$ cat src/rtl/frac_pkg.sv
// Package for the fractional payload controller: register map, fields, types
package frac_pkg;
    localparam int unsigned CNT_W          = 13;
    localparam logic [31:0] TX_CTRL_OFS    = 32'h0000_0000;
    localparam logic [31:0] RX_CTRL_OFS    = 32'h0000_0004;
    localparam logic [31:0] TX_GROUP_OFS   = 32'h0000_0008;
    localparam logic [31:0] TX_PARTA_OFS   = 32'h0000_000c;
    localparam logic [31:0] RX_GROUP_OFS   = 32'h0000_0010;
    localparam logic [31:0] RX_PARTA_OFS   = 32'h0000_0014;
    localparam logic [31:0] STATUS_OFS     = 32'h0000_0018;
    // Control fields
    localparam int unsigned CTRL_INT_BIT   = 0;
    localparam int unsigned CTRL_SEL_BIT   = 1;
    localparam int unsigned CTRL_SRC_LSB   = 2;
    localparam logic [CNT_W-1:0] GROUP_RST = 13'h0008;
    localparam logic [CNT_W-1:0] PARTA_RST = 13'h0000;
    localparam logic [31:0] BAD_ADDR_DATA  = 32'h0000_0000;

    typedef enum logic [1:0] {
        SRC_ZEROS = 2'h0,
        SRC_ONES  = 2'h1,
        SRC_ALT   = 2'h2,
        SRC_PIN   = 2'h3
    } ovh_src_e;

    // Per-direction configuration
    typedef struct packed {
        logic             internal_mode;
        logic             section_select;
        ovh_src_e         src;
        logic [CNT_W-1:0] group_len;
        logic [CNT_W-1:0] parta_len;
    } dir_cfg_s;

    // Per-direction counter state
    typedef struct packed {
        logic [CNT_W-1:0] pos;
        logic [CNT_W-1:0] group_len;
        logic [CNT_W-1:0] parta_len;
        logic             section_select;
        logic             internal_mode;
    } dir_cnt_s;

    typedef struct packed {
        dir_cfg_s   tx_cfg;
        dir_cfg_s   rx_cfg;
        dir_cnt_s   tx_cnt;
        dir_cnt_s   rx_cnt;
        logic       alt_bit;
        logic       tx_ovh_enable;
        logic       tx_data;
        logic       rx_ovh_enable;
        logic       rx_serial_ovh;
        logic       rx_payload;
        logic       rx_payload_valid;
        logic [31:0] prdata;
    } state_s;
endpackage : frac_pkg

$ cat src/rtl/fractional_payload_controller.sv
// Fractional payload controller: overhead marking, insertion, extraction, APB registers
//
// Our own choices: the placing of the registers and the APB interface to the registers.
`timescale 1ns/100ps
`default_nettype none

// How it works
// - Internal transmit mode drives tx overhead enable to mark inserted overhead.
// - Transmit groups are programmable from 1 to 8191 bits.
// - Transmit part A is programmable from 0 to 8191 bits.
// - Part B is the remainder of the group after part A.
// - Transmit section select picks part A or part B as overhead.
// - Tx overhead enable high in overhead part, low in payload part.
// - Tx overhead enable forced low during line overhead or stuff.
// - Rx overhead enable input sampled on the receive clock rising edge.
// - Rx overhead enable output changes only on the receive clock rising edge.
// - Internal receive mode marks overhead bits, low for payload and stuff.
// - Marked receive overhead bits are steered to the serial overhead output.
// - Receive groups 1 to 8191 bits, part A 0 to 8191 bits.
// - Receive section select picks part A or part B as overhead.
// - Rx overhead enable high in overhead part, low in payload part.
// - Rx overhead enable held low during line overhead or stuff.
// - Group counter restarts at every frame start.
// - Final group of a frame may be short.
// - Short group ends on last data bit before next frame start.
// - External tx mode: input marks overhead, device output held low.
// - Internal tx mode ignores the tx overhead enable input.
// - Tx overhead source: zeros, ones, alternating, or serial overhead pin.
// - Receive payload goes to packet side, overhead to serial output.
module fractional_payload_controller (
    // Clock and reset
    input  wire logic        ref_clk_in,
    input  wire logic        reset_in,
    // APB slave
    input  wire logic        psel_in,
    input  wire logic        penable_in,
    input  wire logic        pwrite_in,
    input  wire logic [31:0] paddr_in,
    input  wire logic [31:0] pwdata_in,
    input  wire logic [3:0]  pstrb_in,
    output logic             pready_out,
    output logic             pslverr_out,
    output logic [31:0]      prdata_out,
    // Transmit side
    input  wire logic        tx_clock_in,
    input  wire logic        tx_sof_in,
    input  wire logic        tx_line_ovh_in,
    input  wire logic        tx_payload_in,
    input  wire logic        tx_ovh_enable_in,
    input  wire logic        tx_serial_ovh_in,
    output logic             tx_ovh_enable_out,
    output logic             tx_data_out,
    // Receive side
    input  wire logic        rx_clock_out_en_in,
    input  wire logic        rx_sof_in,
    input  wire logic        rx_line_ovh_in,
    input  wire logic        rx_serial_data_in,
    input  wire logic        rx_ovh_enable_in,
    output logic             rx_ovh_enable_out,
    output logic             rx_serial_ovh_out,
    output logic             rx_payload_out,
    output logic             rx_payload_valid_out
);

    frac_pkg::state_s state_r;
    frac_pkg::state_s state_nxt;

    // Helpers shared by both directions
    // Part B is whatever follows part A
    function automatic logic in_ovh_part(input frac_pkg::dir_cnt_s c);
        logic in_a;
        in_a = (c.pos < c.parta_len);
        return c.section_select ? !in_a : in_a;
    endfunction

    function automatic frac_pkg::dir_cnt_s advance(input frac_pkg::dir_cnt_s c,
                                                   input frac_pkg::dir_cfg_s cfg,
                                                   input logic sof,
                                                   input logic data_bit);
        frac_pkg::dir_cnt_s n;
        logic [frac_pkg::CNT_W-1:0] last;
        n = c;
        last = c.group_len - 13'h0001;
        if (sof) begin
            // Fresh group at frame start; config other than the tx overhead source takes effect here only
            n.pos            = 13'h0001;
            n.group_len      = cfg.group_len;
            n.parta_len      = cfg.parta_len;
            n.section_select = cfg.section_select;
            n.internal_mode  = cfg.internal_mode;
            if (cfg.group_len == 13'h0001) begin
                n.pos = 13'h0000;
            end
        end else if (data_bit) begin
            // Wraps per group; short last group simply cut by next sof
            n.pos = (c.pos >= last) ? 13'h0000 : c.pos + 13'h0001;
        end
        return n;
    endfunction

    // Position of the current bit within its group, sof resets to zero
    function automatic frac_pkg::dir_cnt_s cur_view(input frac_pkg::dir_cnt_s c,
                                                    input frac_pkg::dir_cfg_s cfg,
                                                    input logic sof);
        frac_pkg::dir_cnt_s v;
        v = c;
        if (sof) begin
            v.pos            = 13'h0000;
            v.group_len      = cfg.group_len;
            v.parta_len      = cfg.parta_len;
            v.section_select = cfg.section_select;
            v.internal_mode  = cfg.internal_mode;
        end
        return v;
    endfunction

    logic               apb_setup;
    logic               apb_wr;
    logic               apb_rd;
    logic               addr_ok;
    logic               tx_ovh_bit;
    logic               rx_ovh_bit;
    logic               tx_src_bit;
    frac_pkg::dir_cnt_s tx_view;
    frac_pkg::dir_cnt_s rx_view;

    assign apb_setup = psel_in && !penable_in;
    assign apb_wr    = psel_in && penable_in && pwrite_in;
    assign apb_rd    = psel_in && !penable_in && !pwrite_in;
    assign addr_ok   = (paddr_in == frac_pkg::TX_CTRL_OFS)  ||
                       (paddr_in == frac_pkg::RX_CTRL_OFS)  ||
                       (paddr_in == frac_pkg::TX_GROUP_OFS) ||
                       (paddr_in == frac_pkg::TX_PARTA_OFS) ||
                       (paddr_in == frac_pkg::RX_GROUP_OFS) ||
                       (paddr_in == frac_pkg::RX_PARTA_OFS) ||
                       (paddr_in == frac_pkg::STATUS_OFS);

    assign tx_view = cur_view(state_r.tx_cnt, state_r.tx_cfg, tx_sof_in);
    assign rx_view = cur_view(state_r.rx_cnt, state_r.rx_cfg, rx_sof_in);

    always_comb begin
        state_nxt = state_r;
        tx_ovh_bit = 1'b0;
        rx_ovh_bit = 1'b0;
        tx_src_bit = 1'b0;

        // APB register writes, gated as a whole by the low strobe bit only
        if (apb_wr && pstrb_in[0]) begin
            unique case (paddr_in)
                frac_pkg::TX_CTRL_OFS: begin
                    state_nxt.tx_cfg.internal_mode  = pwdata_in[frac_pkg::CTRL_INT_BIT];
                    state_nxt.tx_cfg.section_select = pwdata_in[frac_pkg::CTRL_SEL_BIT];
                    state_nxt.tx_cfg.src = frac_pkg::ovh_src_e'(
                        pwdata_in[frac_pkg::CTRL_SRC_LSB +: 2]);
                end
                frac_pkg::RX_CTRL_OFS: begin
                    state_nxt.rx_cfg.internal_mode  = pwdata_in[frac_pkg::CTRL_INT_BIT];
                    state_nxt.rx_cfg.section_select = pwdata_in[frac_pkg::CTRL_SEL_BIT];
                end
                frac_pkg::TX_GROUP_OFS: begin
                    if (pwdata_in[12:0] != 13'h0000) begin
                        state_nxt.tx_cfg.group_len = pwdata_in[12:0];
                    end
                end
                frac_pkg::TX_PARTA_OFS: state_nxt.tx_cfg.parta_len = pwdata_in[12:0];
                frac_pkg::RX_GROUP_OFS: begin
                    if (pwdata_in[12:0] != 13'h0000) begin
                        state_nxt.rx_cfg.group_len = pwdata_in[12:0];
                    end
                end
                frac_pkg::RX_PARTA_OFS: state_nxt.rx_cfg.parta_len = pwdata_in[12:0];
                default: ;
            endcase
        end

        // Read data captured in setup so it is a flop at the access edge
        if (apb_rd) begin
            unique case (paddr_in)
                frac_pkg::TX_CTRL_OFS: state_nxt.prdata = {28'h0, state_r.tx_cfg.src,
                    state_r.tx_cfg.section_select, state_r.tx_cfg.internal_mode};
                frac_pkg::RX_CTRL_OFS: state_nxt.prdata = {30'h0,
                    state_r.rx_cfg.section_select, state_r.rx_cfg.internal_mode};
                frac_pkg::TX_GROUP_OFS: state_nxt.prdata = {19'h0, state_r.tx_cfg.group_len};
                frac_pkg::TX_PARTA_OFS: state_nxt.prdata = {19'h0, state_r.tx_cfg.parta_len};
                frac_pkg::RX_GROUP_OFS: state_nxt.prdata = {19'h0, state_r.rx_cfg.group_len};
                frac_pkg::RX_PARTA_OFS: state_nxt.prdata = {19'h0, state_r.rx_cfg.parta_len};
                frac_pkg::STATUS_OFS: state_nxt.prdata = {state_r.rx_cnt.pos, 3'h0,
                    state_r.tx_cnt.pos, 1'b0, state_r.rx_ovh_enable, state_r.tx_ovh_enable};
                default: state_nxt.prdata = frac_pkg::BAD_ADDR_DATA;
            endcase
        end

        // Transmit path, one step per transmit bit enable
        if (tx_clock_in) begin
            // Never in line overhead or stuff
            tx_ovh_bit = tx_view.internal_mode ? (in_ovh_part(tx_view) && !tx_line_ovh_in)
                                               : (tx_ovh_enable_in && !tx_line_ovh_in);
            unique case (state_r.tx_cfg.src)
                frac_pkg::SRC_ZEROS: tx_src_bit = 1'b0;
                frac_pkg::SRC_ONES:  tx_src_bit = 1'b1;
                frac_pkg::SRC_ALT:   tx_src_bit = state_r.alt_bit;
                frac_pkg::SRC_PIN:   tx_src_bit = tx_serial_ovh_in;
            endcase
            if (tx_ovh_bit) begin
                state_nxt.alt_bit = !state_r.alt_bit;
            end
            state_nxt.tx_ovh_enable = tx_view.internal_mode && tx_ovh_bit;
            state_nxt.tx_data = tx_ovh_bit ? tx_src_bit : tx_payload_in;
            state_nxt.tx_cnt = advance(state_r.tx_cnt, state_r.tx_cfg, tx_sof_in,
                                       !tx_line_ovh_in);
        end

        // Receive path on receive clock enable; payload valid pulse cleared on every clock
        state_nxt.rx_payload_valid = 1'b0;
        if (rx_clock_out_en_in) begin
            rx_ovh_bit = rx_view.internal_mode ? (in_ovh_part(rx_view) && !rx_line_ovh_in)
                                               : rx_ovh_enable_in;
            state_nxt.rx_ovh_enable = rx_view.internal_mode && rx_ovh_bit;
            if (rx_ovh_bit) begin
                state_nxt.rx_serial_ovh = rx_serial_data_in;
            end else if (!rx_line_ovh_in) begin
                state_nxt.rx_payload       = rx_serial_data_in;
                state_nxt.rx_payload_valid = 1'b1;
            end
            state_nxt.rx_cnt = advance(state_r.rx_cnt, state_r.rx_cfg, rx_sof_in,
                                       !rx_line_ovh_in);
        end
    end

    always_ff @(posedge ref_clk_in or posedge reset_in) begin
        if (reset_in) begin
            state_r <= '{
                tx_cfg: '{internal_mode: 1'b0, section_select: 1'b0,
                          src: frac_pkg::SRC_ZEROS, group_len: frac_pkg::GROUP_RST,
                          parta_len: frac_pkg::PARTA_RST},
                rx_cfg: '{internal_mode: 1'b0, section_select: 1'b0,
                          src: frac_pkg::SRC_ZEROS, group_len: frac_pkg::GROUP_RST,
                          parta_len: frac_pkg::PARTA_RST},
                tx_cnt: '{pos: 13'h0000, group_len: frac_pkg::GROUP_RST,
                          parta_len: frac_pkg::PARTA_RST, section_select: 1'b0,
                          internal_mode: 1'b0},
                rx_cnt: '{pos: 13'h0000, group_len: frac_pkg::GROUP_RST,
                          parta_len: frac_pkg::PARTA_RST, section_select: 1'b0,
                          internal_mode: 1'b0},
                alt_bit: 1'b1,
                default: '0};
        end else begin
            state_r <= state_nxt;
        end
    end

    // APB answer: zero wait states, error on unmapped address
    assign pready_out           = 1'b1;
    assign pslverr_out          = psel_in && penable_in && !addr_ok;
    assign prdata_out           = state_r.prdata;
    assign tx_ovh_enable_out    = state_r.tx_ovh_enable;
    assign tx_data_out          = state_r.tx_data;
    assign rx_ovh_enable_out    = state_r.rx_ovh_enable;
    assign rx_serial_ovh_out    = state_r.rx_serial_ovh;
    assign rx_payload_out       = state_r.rx_payload;
    assign rx_payload_valid_out = state_r.rx_payload_valid;
endmodule : fractional_payload_controller

`default_nettype wire

$ cat config.mk
export PLATFORM = sky130hd
export DESIGN_NAME = fractional_payload_controller
export DESIGN_NICKNAME = d
export VERILOG_FILES = /design/src/rtl/frac_pkg.sv /design/src/rtl/fractional_payload_controller.sv
export SDC_FILE = /design/constraint.sdc
export NUM_CORES = 1
export LEC_CHECK = 0
export BUFFER_PORTS_ARGS = -buffer_cell sky130_fd_sc_hd__buf_2
export CAP_MARGIN = 20
export CORE_ASPECT_RATIO = 1.1
export CORE_MARGIN = 4
export CORE_UTILIZATION = 53
export CTS_CLUSTER_SIZE = 40
export DETAILED_ROUTE_END_ITERATION = 16
export PLACE_DENSITY = 0.8
export SKIP_LAST_GASP = 1
export SLEW_MARGIN = 20
export SYNTH_ARGS = -nofsm -noshare
export SYNTH_HDL_FRONTEND = slang
export SYNTH_SLANG_ARGS = --single-unit
$ cat constraint.sdc
create_clock -name ref_clk_in -period 4.6 [get_ports ref_clk_in]
set_input_delay 0 -clock ref_clk_in [delete_from_list [all_inputs] [get_ports ref_clk_in]]
set_output_delay 0 -clock ref_clk_in [all_outputs]
set_load 0.01 [all_outputs]
### Word level (Yosys, flattened, before mapping)

Index checks and enable logic that the tools add are counted.

| word-level totals | value |
|---|---|
| bits in registers | 179 |
| output and inout bits | 40 |
| logic and storage cells | 111 |

| operators by class | value |
|---|---|
| add/subtract/negate cells | 4 |
| $lt $le $gt $ge | 4 |
| equality and inequality tests | 13 |
| mux-type cells | 20 |
| bitwise logic cells | 2 |
| reduce and logical (&&, ||, !) cells | 41 |

Operators by type and width:

| operator | number |
|---|---|
| one-hot mux 32 bit (7 select lines) | 1 |
| == test 32 x 5 -> 1 bit, second input constant | 3 |
| 2-to-1 mux 41 bit | 2 |
| 2-to-1 mux 13 bit | 6 |
| == test 32 x 4 -> 1 bit, second input constant | 2 |
| == test 32 x 3 -> 1 bit, second input constant | 1 |
| zero test 32 bit | 1 |
| adder 13 x 1 -> 13 bit, second input constant | 2 |
| == test 13 x 1 -> 1 bit, second input constant | 2 |
| >= comparator 13 bit | 2 |
| less-than comparator 13 bit | 2 |
| subtractor 13 x 1 -> 13 bit, second input constant | 2 |
| AND reduction 2 bit | 10 |
| nonzero test 13 bit | 1 |
| logical AND 1 bit | 11 |
| 2-to-1 mux 1 bit | 10 |
| AND reduction 3 bit | 3 |
| zero test 1 bit | 8 |
| logical OR 1 bit | 6 |
| == test 2 bit, second input constant | 2 |
| inequality test 2 bit, second input constant | 2 |
| one-hot mux 1 bit (4 select lines) | 1 |
| == test 2 x 1 -> 1 bit, second input constant | 1 |
| zero test 2 bit | 1 |
| inverter 1 bit | 2 |

### Longest topological paths before layout

| depth | value |
|---|---|
| word-level depth | 9 |
| mapped depth | 14 |
| mapped depth without buffers | 13 |

### Least setup slack after synthesis

OpenSTA, ideal clock, no wires.

| path | value |
|---|---|
| path type | register to register |
| from | register state_r[97] (netlist bit) |
| to | register state_r[112] (netlist bit) |
| setup time | 0.064 ns |
| data arrival time | 2.754 ns |
| setup slack | 1.783 ns |
| cell stages (with the launch flop) | 14 |
| buffers on the path | 1 |
| period minus slack after synthesis | 2.817 ns |
| path through | dfrtp_1 nor4_1 nand2_1 nor3_1 xnor2_1 ha_1 a41oi_1 o21ai_0 a21oi_1 o21ai_0 a211o_1 clkbuf_1 nor3b_1 a21o_1 |

| on the way | value |
|---|---|
| cells in the longest elaborated chain, start to end | 5 |

RTL lines:

| item | line | source |
|---|---|---|
| start: declaration | fractional_payload_controller.sv:65 | `frac_pkg::state_s state_r;` |
| start signal: assignment | fractional_payload_controller.sv:232 | `state_r <= '{` |
| start signal: assignment | fractional_payload_controller.sv:248 | `state_r <= state_nxt;` |
| subtractor 13 x 1 -> 13 bit | fractional_payload_controller.sv:83 | `last = c.group_len - 13'h0001;` |
| >= comparator 13 bit | fractional_payload_controller.sv:96 | `n.pos = (c.pos >= last) ? 13'h0000 : c.pos + 13'h0001;` |
| 2-to-1 mux 13 bit | fractional_payload_controller.sv:96 |  |
| 2-to-1 mux 13 bit | fractional_payload_controller.sv:94 | `end else if (data_bit) begin` |
| 2-to-1 mux 13 bit | fractional_payload_controller.sv:84 | `if (sof) begin` |

Every way passes these cells. The select of a mux whose other input is x is not followed.
A chain may end at the register's enable or synchronous reset.

### Worst setup path in the final report

| path | value |
|---|---|
| from | register state_r[54] (netlist bit) |
| to | register state_r[73] (netlist bit) |

The elaborated chain is that of the path after synthesis.

==> metrics <==
status complete, no violations; CTS tree built; worst hold path class input pin to register; fillcell total about 1500; slew at the pin closest to its max-slew limit approximately 1.0 ns; cell area power density between 200 and 300 mW/mm2; switch share 0.2491; register area 0.004410 mm2; Core Box Area roughly 0.018 mm2; via count roughly 7300; Sinks on Clock Net roughly 180; clock power share 0.445; R2R Path End state_r[73]; hold endpoint state_r[67]; Slowest-stage cell, CP a2111oi_4; ANT nets after route 0; layout cells sized above 1 0.2733; Static Leak between 5 and 6 nW; DRT Pass-1 Iters 5; syn avg cell area roughly 11 um2; vias in the first global route 7305; most frequent cells in the layout dfrtp_1, mux2_2, buf_2, nand2_1, ha_1; worst reg-to-reg path cell count 12; Crit path required time 4.95 ns; worst r2r src state_r[54]; Inserted Clock Buffers 17; die width between 100 and 150 um; Net Sw Power about 0.83 mW; slowest cell delay on critical path approximately 0.9 ns; crit-path cells nor4_1, nand2_1, nor4_1, xnor2_1, ha_1, a21oi_1, nor2b_1, o21ai_0, nand2_1, a2111oi_4, o21ai_0, a31oi_1; area delta synth->final 12.64%; worst path buffer plus inverter count 0; drt total wl about 23 mm; commonest non-fill, non-tap cell in the layout dfrtp_1; DRC viols 0; Post-Syn Area ~0.01 mm2; async set-reset flop share out of synthesis 1.000; Final #Nets between 1000 and 1500; Max Root-Sink Buffers 2; Detailed Route Iter0 Violations about 420; Initial Utilization 0.5415; Largest delay share family, worst path compound AO/OA/AOI/OAI gates; Syn Inst Count between 800 and 900; Hold Path Cell Cnt 3; Final HPWL DP approximately 16 mm; register bit count reported by yosys about 180; clock latency on the worst-skew pair approximately 0.44 ns; final instance area 0.01123 mm2; total negative slack 0 ns; largest net degree at the start of global routing ~180; hold path startpoint rx_line_ovh_in; fmax 0.2728 GHz; R2R Setup Slk about 0.93 ns; number of distinct library cells after synthesis 64; Final Hold Viols 0; antenna cells 0; Clock Skews 0.008288 ns; gr ovfl total 0; Final period util 0.7969; maximum VDD drop approximately 0.25 mV; initial antenna violation count 0; row count between 50 and 60; total track usage 0.2226; crit end category register; clock-pin slew on the worst setup and hold paths around 0.07 ns; Final min period approximately 3.7 ns; Avg WL per Cell approximately 19 um; Clock Tree Root clkbuf_16; I/O pins around 120; dpl cell area between 0.01 and 0.015 mm2; die area ~0.021 mm2; CP max FO 18; P_int approximately 2.5 mW; Flop pwr share 0.480; Slew Limit Fails 0; Setup Buffers After CTS 0; final setup fails 0; H-tree depth 4; die height 151.9 um; max_cap viols 0; combinational share of power 0.075; vias per cell roughly 5.9; first-pass GRT wire length roughly 38 mm; port bufs 97; post-synthesis sequential area ratio 0.4423; crit path DAT approximately 4.0 ns; unrepaired setup endpoints after global routing false; Multi-input gate area ~0.005 mm2; CP Launch Type register; ys flop type dfrtp_1; Post-synth EDFFs 0; routability cong. 0.8324; Crit Path Class register to register; Synth Warn # 0; normalized max-slew margin 0.3082
## repair_timing
action	CTS	global route
resized for setup	0	0
hold buffers	24	0
hold endpoints to repair	237	0
## sequential cells by signal, indices dropped and copies added, names as in the netlist
signal	flops
rx_payload_out	1
tx_ovh_enable_out	1
tx_data_out	1
rx_ovh_enable_out	1
rx_serial_ovh_out	1
rx_payload_valid_out	1
state_r	141
prdata_out	29
## final cells by class
type / count / area share
clock buffer: 18 / 0.03910
clock inverter: 13 / 0.01337
sequential: 176 / 0.3927
timing repair buffer: 125 / 0.06840
tap: 243 / 0.02707
inverter: 14 / 0.005013
multi-input combinational: 642 / 0.4543
## stage by stage
stage / power (mW) / util / worst slack, ns / cells / hold WS, ns
2_1_floorplan: 1.774 / - / 1.783 / 899 / 0.09898
3_3_place_gp: 1.855 / 0.5646 / 1.184 / 1176 / 0.2303
3_5_place_dp: 1.860 / 0.5648 / 1.039 / 1176 / 0.2380
4_1_cts: 3.339 / 0.6098 / 0.9617 / 1231 / 0.009692
5_1_grt: 3.428 / 0.6099 / 0.6139 / 1231 / 0.07253
6_report: 3.322 / 0.6099 / 0.9342 / 1231 / 0.03275
## cell usage after synthesis (5+ instances only)
library cell	number	area, um2
a211oi_1	5	37.54
a21o_1	11	82.58
a21oi_1	31	155.2
a22o_1	23	201.4
a31oi_1	6	37.54
and3_1	8	50.05
buf_2	10	50.05
buf_4	35	262.8
clkbuf_1	15	56.30
dfrtp_1	171	4279
dfstp_2	5	131.4
ha_1	54	675.7
inv_1	14	52.55
mux2_2	107	1205
mux2_4	10	150.1
mux2i_1	50	500.5
nand2_1	60	225.2
nand2b_1	12	75.07
nand3_1	23	115.1
nand4_1	8	50.05
nor2_1	39	146.4
nor2b_1	27	168.9
nor3_1	13	65.06
nor4_1	16	100.1
o21ai_0	40	200.2
o22ai_1	9	56.30
xnor2_1	23	201.4
xor2_1	10	87.58
## power groups by stage
stage	logic [mW]	clock network (mW)	registers [mW]
2_1_floorplan	0.155	0	1.62
3_3_place_gp	0.231	0	1.62
3_5_place_dp	0.236	0	1.62
4_1_cts	0.252	1.49	1.59
5_1_grt	0.277	1.55	1.60
6_report	0.250	1.48	1.59
## how the worst max path moves through the flow
| stage | from | to | depth (start not counted) |
|---|---|---|---|
| after floorplan | state_r[97] | state_r[112] | 13 |
| after global placement | state_r[54] | state_r[73] | 11 |
| after detailed placement | state_r[54] | state_r[73] | 12 |
| after CTS | state_r[54] | state_r[73] | 12 |
| after global routing | state_r[54] | state_r[73] | 12 |
| final | state_r[54] | state_r[73] | 12 |
## logic make-up after synthesis
group / Yosys count / share of synthesized area
simple gates: 225 / 0.1166
flops: 176 / 0.4423
mux: 170 / 0.1917
compound gates: 156 / 0.1047
buf+inv: 81 / 0.04718
fa+ha+maj: 54 / 0.06776
xor+xnor: 33 / 0.02899
other cells: 2 / 0.0007532
## tightest hold or removal path, cell delays in order
cell and delay (ns):
buf_2 0.09, a21boi_1 0.18, o21ai_0 0.16
## per-layer routing
layer  GRT usage  vias up  share of wire
li1            -     3390              -
met1      0.2750     3668           0.42
met2      0.3816      172           0.51
met3     0.04181       60          0.042
met4     0.09739        0          0.038
met5           0        -              0
Power figures use the tool's default switching activity.
